--- config.mk ---
export PLATFORM = sky130hd
export DESIGN_NAME = devig_gate
export DESIGN_NICKNAME = d
export VERILOG_FILES = /design/src/devig_pkg.sv /design/src/devig_gate.sv
export SDC_FILE = /design/constraint.sdc
export NUM_CORES = 1
export LEC_CHECK = 0
export BUFFER_PORTS_ARGS = -buffer_cell sky130_fd_sc_hd__buf_2
export CAP_MARGIN = 20
export CORE_AREA = 2 2 291 293
export CTS_CLUSTER_DIAMETER = 200
export DETAILED_ROUTE_END_ITERATION = 12
export DIE_AREA = 0 0 293 295
export PLACE_DENSITY_LB_ADDON = 0.25
export SLEW_MARGIN = 10
export SYNTH_ARGS = -nofsm -noshare
export SYNTH_HDL_FRONTEND = slang
export SYNTH_SLANG_ARGS = --single-unit
--- constraint.sdc ---
create_clock -name clk_sys_in -period 2.5 [get_ports clk_sys_in]
set_clock_uncertainty 0.2 [all_clocks]
set_input_delay 0.25 -clock clk_sys_in [delete_from_list [all_inputs] [get_ports clk_sys_in]]
set_output_delay 0.25 -clock clk_sys_in [all_outputs]
set_load 0.03 [all_outputs]
--- src/devig_pkg.sv ---
// Constants shared by the DMA event acceptance and completion interrupt gating block.
// Assumes one 100 MHz clock and a synchronous active-low reset in the user.
// What this block does
// - Latched events serviced only when enabled
// - Quick events serviced only when quick-enabled
// - Secondary bit set blocks further event service
// - Static clear with link FFFFh means null set
// - Any quick parameter update triggers that channel
// - Quick trigger on null set flags missed, secondary
// - Peripheral event on null set flags missed, secondary
// - Completion pends only with final/intermediate enable
// - Pending raises interrupt only when enabled
// - Region interrupt needs region enable of code
// - Enable bits changed only via write-one registers; latch bits also set by events, cleared on service
// - Pending bits cleared by write one to clear
// - Overlapping region enables raise every region
`default_nettype none

package devig_pkg;
   localparam int NUM_CH = 32;
   localparam int NUM_QCH = 8;
   localparam int NUM_REGION = 4;
   localparam int CODE_W = 5;
   localparam int CH_W = 5;
   localparam int LINK_W = 16;
   localparam logic [LINK_W-1:0] NULL_LINK = 16'hFFFF;
   localparam logic STATIC_KEEP_OFF = 1'b0;
   localparam logic [NUM_CH-1:0] BITS_RESET = 32'h0000_0000;
   localparam logic [NUM_QCH-1:0] QBITS_RESET = 8'h00;
endpackage : devig_pkg

`default_nettype wire

--- src/devig_gate.sv ---
// Event acceptance and completion interrupt gating of one DMA channel controller.
// Assumes all inputs synchronous to clk_sys_in; write strobes are one-cycle pulses.
`timescale 1ns/1ps
`default_nettype none

module devig_gate (
   input wire logic clk_sys_in, // System clock, 100 MHz
   input wire logic reset_n_in, // Synchronous reset, active low
   // Event sources
   input wire logic [devig_pkg::NUM_CH-1:0] periph_evt_in, // Peripheral event pulses
   input wire logic [devig_pkg::NUM_CH-1:0] manual_evt_in, // Software event set pulses
   // Write-one-to-act control strobes
   input wire logic [devig_pkg::NUM_CH-1:0] event_clear_reg_in, // Clear latch bits
   input wire logic [devig_pkg::NUM_CH-1:0] enable_set_reg_in, // Set event enables
   input wire logic [devig_pkg::NUM_CH-1:0] enable_clear_reg_in, // Clear event enables
   input wire logic [devig_pkg::NUM_QCH-1:0] quick_enable_set_in, // Set quick enables
   input wire logic [devig_pkg::NUM_QCH-1:0] quick_enable_clear_in, // Clear quick enables
   input wire logic [devig_pkg::NUM_CH-1:0] secondary_clear_in, // Clear secondary bits
   input wire logic [devig_pkg::NUM_CH-1:0] missed_clear_in, // Clear missed bits
   input wire logic [devig_pkg::NUM_QCH-1:0] quick_secondary_clear_in, // Clear quick secondary
   input wire logic [devig_pkg::NUM_QCH-1:0] quick_missed_clear_in, // Clear quick missed
   input wire logic [devig_pkg::NUM_CH-1:0] irq_enable_set_in, // Set irq enables
   input wire logic [devig_pkg::NUM_CH-1:0] irq_enable_clear_in, // Clear irq enables
   input wire logic [devig_pkg::NUM_CH-1:0] irq_clear_reg_in, // Clear pending bits
   // Parameter memory activity
   input wire logic parameter_memory_wr_in, // Valid set written, pulse
   input wire logic parameter_memory_wr_quick_in, // Write targets a quick channel
   input wire logic [devig_pkg::CH_W-1:0] parameter_memory_wr_ch_in, // Channel written
   input wire logic last_tr_in, // Last transfer request submitted, pulse
   input wire logic last_tr_quick_in, // Submission was a quick channel
   input wire logic [devig_pkg::CH_W-1:0] last_tr_ch_in, // Channel submitted
   input wire logic last_tr_static_in, // Static-keep option of that set
   input wire logic [devig_pkg::LINK_W-1:0] last_tr_link_in, // Link pointer of that set
   // Completion return
   input wire logic cmpl_in, // Completion returned, pulse
   input wire logic cmpl_final_in, // Final completion
   input wire logic cmpl_intermediate_in, // Intermediate completion
   input wire logic final_completion_irq_en_in, // Option word final irq enable
   input wire logic intermediate_completion_irq_en_in, // Option word intermediate irq enable
   input wire logic [devig_pkg::CODE_W-1:0] completion_code_in, // Completion code
   input wire logic [devig_pkg::NUM_REGION-1:0][devig_pkg::NUM_CH-1:0] region_access_enable_in, // Per region
   // Service request
   output var logic start_out, // Transfer start, pulse
   output var logic start_quick_out, // Start is a quick channel
   output var logic [devig_pkg::CH_W-1:0] start_ch_out, // Channel started
   // Status
   output var logic [devig_pkg::NUM_CH-1:0] event_latch_bits_out, // Latched events
   output var logic [devig_pkg::NUM_CH-1:0] event_enable_bits_out, // Event enables
   output var logic [devig_pkg::NUM_QCH-1:0] quick_enable_bits_out, // Quick enables
   output var logic [devig_pkg::NUM_CH-1:0] secondary_event_bits_out, // Secondary bits
   output var logic [devig_pkg::NUM_CH-1:0] missed_event_bits_out, // Missed bits
   output var logic [devig_pkg::NUM_QCH-1:0] quick_secondary_bits_out, // Quick secondary
   output var logic [devig_pkg::NUM_QCH-1:0] quick_missed_bits_out, // Quick missed
   output var logic [devig_pkg::NUM_CH-1:0] irq_enable_bits_out, // Irq enables
   output var logic [devig_pkg::NUM_CH-1:0] irq_pending_bits_out, // Pending completions
   output var logic irq_global_out, // Global completion interrupt
   output var logic [devig_pkg::NUM_REGION-1:0] irq_region_out // Shadow region interrupts
);
   import devig_pkg::*;

   logic [NUM_CH-1:0] null_r;
   logic [NUM_QCH-1:0] qnull_r;
   logic [NUM_QCH-1:0] qlatch_r;
   logic [NUM_CH-1:0] ready;
   logic [NUM_QCH-1:0] qready;
   logic [NUM_CH-1:0] pick_vec;
   logic [NUM_CH-1:0] qpick_vec;
   logic [NUM_CH-1:0] svc;
   logic [NUM_QCH-1:0] qsvc;
   logic [NUM_CH-1:0] per_arrive;
   logic [NUM_CH-1:0] per_err;
   logic [NUM_QCH-1:0] q_trig;
   logic [NUM_QCH-1:0] q_err;
   logic [NUM_CH-1:0] null_load;
   logic [NUM_CH-1:0] null_lift;
   logic [NUM_QCH-1:0] qnull_load;
   logic [NUM_QCH-1:0] qnull_lift;
   logic [NUM_CH-1:0] pend_set;
   logic [NUM_CH-1:0] pend_nxt;
   logic null_term;
   logic [NUM_CH-1:0] irq_en_nxt;
   wire logic [NUM_REGION-1:0] region_nxt;

   // One-hot of the lowest set bit; used for both channel kinds
   function automatic logic [NUM_CH-1:0] lowest_one(input logic [NUM_CH-1:0] v);
      lowest_one = v & (~v + 32'h0000_0001);
   endfunction

   function automatic logic [CH_W-1:0] onehot_index(input logic [NUM_CH-1:0] v);
      onehot_index = '0;
      for (int i = 0; i < NUM_CH; i++) begin
         if (v[i]) begin
            onehot_index = CH_W'(i);
         end
      end
   endfunction

   // Null set detection on the set that is loaded after the last request
   assign null_term = (last_tr_static_in == STATIC_KEEP_OFF) && (last_tr_link_in == NULL_LINK);
   assign null_load = (last_tr_in && !last_tr_quick_in && null_term) ? (NUM_CH'(1) << last_tr_ch_in) : '0;
   assign null_lift = (parameter_memory_wr_in && !parameter_memory_wr_quick_in) ? (NUM_CH'(1) << parameter_memory_wr_ch_in) : '0;
   assign qnull_load = (last_tr_in && last_tr_quick_in && null_term) ? (NUM_QCH'(1) << last_tr_ch_in) : '0;
   assign qnull_lift = (parameter_memory_wr_in && parameter_memory_wr_quick_in) ? (NUM_QCH'(1) << parameter_memory_wr_ch_in) : '0;

   // Quick channels autotrigger on any set update, the null reload included
   assign q_trig = qnull_load | qnull_lift;
   assign q_err = q_trig & ((qnull_r & ~qnull_lift) | qnull_load);
   assign per_arrive = periph_evt_in | manual_evt_in;
   assign per_err = per_arrive & null_r;

   // Serviceable: latched, enabled, secondary clear; errored channels stay blocked
   assign ready = event_latch_bits_out & event_enable_bits_out & ~secondary_event_bits_out;
   assign qready = qlatch_r & quick_enable_bits_out & ~quick_secondary_bits_out;
   assign pick_vec = lowest_one(ready);
   assign qpick_vec = lowest_one({{(NUM_CH-NUM_QCH){1'b0}}, qready});
   assign svc = pick_vec;
   assign qsvc = (|ready) ? '0 : qpick_vec[NUM_QCH-1:0];

   always_ff @(posedge clk_sys_in) begin
      if (!reset_n_in) begin
         null_r <= BITS_RESET;
         qnull_r <= QBITS_RESET;
      end else begin
         null_r <= (null_r & ~null_lift) | null_load;
         qnull_r <= (qnull_r & ~qnull_lift) | qnull_load;
      end
   end

   // Latches: software clear only by write-one; a new event wins over its clear
   always_ff @(posedge clk_sys_in) begin
      if (!reset_n_in) begin
         event_latch_bits_out <= BITS_RESET;
         qlatch_r <= QBITS_RESET;
      end else begin
         event_latch_bits_out <= (event_latch_bits_out & ~event_clear_reg_in & ~svc) | (per_arrive & ~null_r);
         qlatch_r <= (qlatch_r & ~qsvc) | (q_trig & ~q_err);
      end
   end

   // Next enable also feeds the interrupt outputs, so an enable
   // write moves the interrupt in the same cycle as the enable bits
   assign irq_en_nxt = (irq_enable_bits_out | irq_enable_set_in) & ~irq_enable_clear_in;

   always_ff @(posedge clk_sys_in) begin
      if (!reset_n_in) begin
         event_enable_bits_out <= BITS_RESET;
         quick_enable_bits_out <= QBITS_RESET;
         irq_enable_bits_out <= BITS_RESET;
      end else begin
         event_enable_bits_out <= (event_enable_bits_out | enable_set_reg_in) & ~enable_clear_reg_in;
         quick_enable_bits_out <= (quick_enable_bits_out | quick_enable_set_in) & ~quick_enable_clear_in;
         irq_enable_bits_out <= irq_en_nxt;
      end
   end

   // Error bits; they hold until software clears them, and a new error wins
   always_ff @(posedge clk_sys_in) begin
      if (!reset_n_in) begin
         secondary_event_bits_out <= BITS_RESET;
         missed_event_bits_out <= BITS_RESET;
         quick_secondary_bits_out <= QBITS_RESET;
         quick_missed_bits_out <= QBITS_RESET;
      end else begin
         secondary_event_bits_out <= (secondary_event_bits_out & ~secondary_clear_in) | per_err;
         missed_event_bits_out <= (missed_event_bits_out & ~missed_clear_in) | per_err;
         quick_secondary_bits_out <= (quick_secondary_bits_out & ~quick_secondary_clear_in) | q_err;
         quick_missed_bits_out <= (quick_missed_bits_out & ~quick_missed_clear_in) | q_err;
      end
   end

   always_ff @(posedge clk_sys_in) begin
      if (!reset_n_in) begin
         start_out <= 1'b0;
         start_quick_out <= 1'b0;
         start_ch_out <= '0;
      end else begin
         start_out <= (|svc) || (|qsvc);
         start_quick_out <= !(|svc) && (|qsvc);
         start_ch_out <= (|svc) ? onehot_index(svc) : onehot_index(qpick_vec);
      end
   end

   // Completion pending; a set in the clear cycle wins
   assign pend_set = (cmpl_in && ((cmpl_final_in && final_completion_irq_en_in)
                     || (cmpl_intermediate_in && intermediate_completion_irq_en_in)))
                     ? (NUM_CH'(1) << completion_code_in) : '0;
   assign pend_nxt = (irq_pending_bits_out & ~irq_clear_reg_in) | pend_set;

   always_ff @(posedge clk_sys_in) begin
      if (!reset_n_in) begin
         irq_pending_bits_out <= BITS_RESET;
      end else begin
         irq_pending_bits_out <= pend_nxt;
      end
   end

   // Outputs registered from the next pending value; uncleared bits keep the level
   // high, so the interrupt controller sees no new edge until software clears
   always_ff @(posedge clk_sys_in) begin
      if (!reset_n_in) begin
         irq_global_out <= 1'b0;
      end else begin
         irq_global_out <= |(pend_nxt & irq_en_nxt);
      end
   end

   // Every region whose mask holds the code sees the same completion
   for (genvar r = 0; r < NUM_REGION; r++) begin : g_region
      assign region_nxt[r] = |(pend_nxt & irq_en_nxt & region_access_enable_in[r]);
   end

   always_ff @(posedge clk_sys_in) begin
      if (!reset_n_in) begin
         irq_region_out <= '0;
      end else begin
         irq_region_out <= region_nxt;
      end
   end

endmodule // devig_gate

`default_nettype wire

==> results.cfg <==
[sta]
grt_setup_unrepaired = yes
setup_viol = 18
slew_violations = 0
fin_tns_setup_ns = -0.678
period_share = 1.04
hold_slack_ns = 0.0440
hold_viol = 0
layout_min_cycle_time_ns = 2.59
setup_ws_ns = -0.0926
tightestPinTransition_ns = 0.795
fmax_ghz = 0.386
relSlewSlack = 0.466

[worst_setup_path]
slowest_delay_ns = 0.58
end_kind = flip-flop
cp_num_buf_inv = 2
cp_cell_sequence = and3b_2 > or4_4 > nor4_4 > nand4_1 > buf_6 > buf_12 > o31ai_4 > a21oi_2
startpoint = event_enable_bits_out[12]$_SDFF_PN0_
path_delay_family = simple AND/OR/NAND/NOR gates
cp-start-kind = flip-flop
rr_endpoint = qlatch_r[4]$_SDFF_PN0_
critPathKind = flip-flop to flip-flop
reg2reg_depth = 8
slowest_stage = or4_4
worst-r2r-setup-slack_ns = -0.09
cp.arrival_ns = 2.84
crit_end = qlatch_r[4]$_SDFF_PN0_
crit_fanout = 5
required_ns = 2.74
worst-path-stages = 8
reg2reg_from = event_enable_bits_out[12]$_SDFF_PN0_

[floorplan]
die_x_um = 293
die-area_um2 = 86400
initial_utilization = 0.155
die_h_um = 295
core-area_um2 = 83200
num_io_pins = 751
rows = 106

[placed_design]
gp_congestion = 0.965
placed_cells = 3557
dp_hpwl_um = 78300
place.port_buffers = 750
detailedPlace.worstSlack_ns = -0.312
post_dp_cell_area_um2 = 19300

[logic_synthesis]
ys.flop_type = dfxtp_1
synth_edf_count = 0
yosysSeqAreaShare = 0.417
synth_cells = 1592
yosys_warnings = 0
syn_area_um2 = 12900
async_reset_ff_frac = 0
synthDistinctLibCells = 75
synth_nets = 2115
ys_seq_elements = 268
synth_area_per_cell_um2 = 8.09

[status]
status = finished with violations
violations = negative setup slack

[global_routing]
antenna_found_initial = 28
grt_use_total = 0.212
grt_pass1_vias = 18958
grt_pass1_wl_um = 132000
grt_max_degree = 57
overflow = 0

[finish]
layout_common_cells = 750 x buf_2, 477 x dlygate4sd3_1, 264 x dfxtp_1
drive_gt1_frac = 0.363
instances_no_fill = 4123
final_cell_area_um2 = 25700
fin_nets = 3525
syn_to_final_growth_pct = 99.5
final_common_cell = buf_2
utilization = 0.309

[clocking]
numCtsBuffers = 38
htreeDepth = 2
cts_tree = yes
clock_path_buffers = 3
clkSlewWorstSetupHoldPaths_ns = 0.06
root_buffer = clkbuf_16
clkSinkCount = 268
clk_latency_ns = 0.57

[power_and_ir_drop]
p_total_mw = 12.7
vdd_ir_drop_max_uv = 476
power_leakage_nw = 11.7
power_density_nw_per_um2 = 496

[routing]
ant_nets = 0
drt-total-wl_um = 95900
routedWlPerCell_um = 23.3
drc = 0
via_per_inst = 4.46
dr.pass1.iters = 6
vias = 18408
drt_iter0_drc = 1093

[hold_path]
min_path_type = input pin to flip-flop

[job]
max-cap-violations = 0
==> worst min-delay path by stage <==
stage                                         from  depth (start not counted)  slack, ns                              endpoint
after floorplan            enable_clear_reg_in[31]                          1       0.13  event_enable_bits_out[31]$_SDFF_PN0_
after global placement    quick_enable_clear_in[4]                          2       0.22   quick_enable_bits_out[4]$_SDFF_PN0_
after detailed placement  quick_enable_clear_in[7]                          2       0.21   quick_enable_bits_out[7]$_SDFF_PN0_
after CTS                  irq_enable_clear_in[20]                          3     0.0004    irq_enable_bits_out[20]$_SDFF_PN0_
after global routing       irq_enable_clear_in[20]                          3       0.03    irq_enable_bits_out[20]$_SDFF_PN0_
final                      irq_enable_clear_in[20]                          3       0.04    irq_enable_bits_out[20]$_SDFF_PN0_
==> repair_timing <==
item / 4_1_cts / 5_1_grt
endpoints found under the hold margin: 222 / 2
resized for setup: 31 / 19
cloned: 1 / 0
setup buffers: 4 / 3
pin swaps: 14 / 9
endpoints found under the setup margin: 17 / 32
hold buffers: 478 / 2
==> sequential cells by signal, summed over array words and instances (netlist names), 4 cells and up <==
name                      count
irq_region_out                4
event_enable_bits_out        32
qlatch_r                      8
null_r                       32
quick_missed_bits_out         8
irq_enable_bits_out          32
quick_secondary_bits_out      8
missed_event_bits_out        32
event_latch_bits_out         32
secondary_event_bits_out     32
irq_pending_bits_out         32
quick_enable_bits_out         8
start_ch_out                  5
==> worst register-to-register path, delay by kind of cell (launching register included) <==
kind / cells / cell delay [ns]
and+or+nand+nor: 4 / 1.31
DFF: 1 / 0.34
buffers and inverters: 2 / 0.32
AOI/OAI and AO/OA: 2 / 0.31
==> power by group <==
group          internal, mW  leakage, nW  switching (mW)
Combinational          1.19         8.83            1.30
Sequential             4.39         2.19          0.0921
Clock                  3.43        0.639            2.34
==> area by class of cell <==
type,count,area [um^2]
Clock inverter,14,194
Timing Repair Buffer,1431,10200
Clock buffer,54,1110
Antenna cell,13,32.5
Sequential cell,268,5370
Multi-Input combinational cell,1233,7330
Tap cell,1080,1350
Fill cell,8924,57500
Inverter,30,120
==> metal layers <==
layer,up-vias,share of wire,GRT usage
met3,231,0.067,0.0472
met2,905,0.51,0.395
met4,10,0.057,0.113
li1,8641,-,-
met1,8621,0.37,0.220
met5,-,0.00073,0
==> cell families (layout without fill, tap and decap cells) <==
| logic type | count (synthesis) | after routing | synth area share |
|---|---|---|---|
| other cells | 0 | 13 | 0 |
| buf+inv | 91 | 1529 | 0.0279 |
| flops | 268 | 268 | 0.417 |
| compound gates | 457 | 457 | 0.227 |
| simple gates | 776 | 776 | 0.328 |
==> Yosys cell counts, types with 3 or more instances <==
library cell	number	share of area
dfxtp_1	268	0.42
a21oi_1	158	0.061
nor2_1	143	0.042
nand2_1	124	0.036
nand2b_1	109	0.053
nand3_1	88	0.034
o21ai_0	77	0.030
nor3_1	65	0.025
nor2b_1	61	0.030
clkbuf_1	49	0.014
nand4_1	41	0.020
o21bai_1	39	0.023
a31oi_1	37	0.018
nand3b_1	37	0.022
o21ba_2	30	0.023
inv_1	28	0.0082
and2_1	23	0.011
and3b_1	23	0.016
a22oi_1	20	0.012
nor4_1	17	0.0083
o21a_1	10	0.0058
a221oi_1	9	0.0061
o21ai_1	9	0.0035
nand4b_1	8	0.0054
o22ai_1	7	0.0034
o311ai_0	6	0.0041
o311ai_1	6	0.0041
o32ai_1	6	0.0041
or2_2	6	0.0029
buf_1	5	0.0015
a211oi_1	4	0.0023
and3_1	4	0.0019
o2111ai_1	4	0.0027
o31ai_1	4	0.0023
a21boi_0	3	0.0017
a32oi_1	3	0.0020
and4b_1	3	0.0023
clkbuf_2	3	0.0012
nor3b_1	3	0.0017
nor4bb_1	3	0.0023
o41a_1	3	0.0026
No activity file was read; power rests on OpenSTA's default activity.
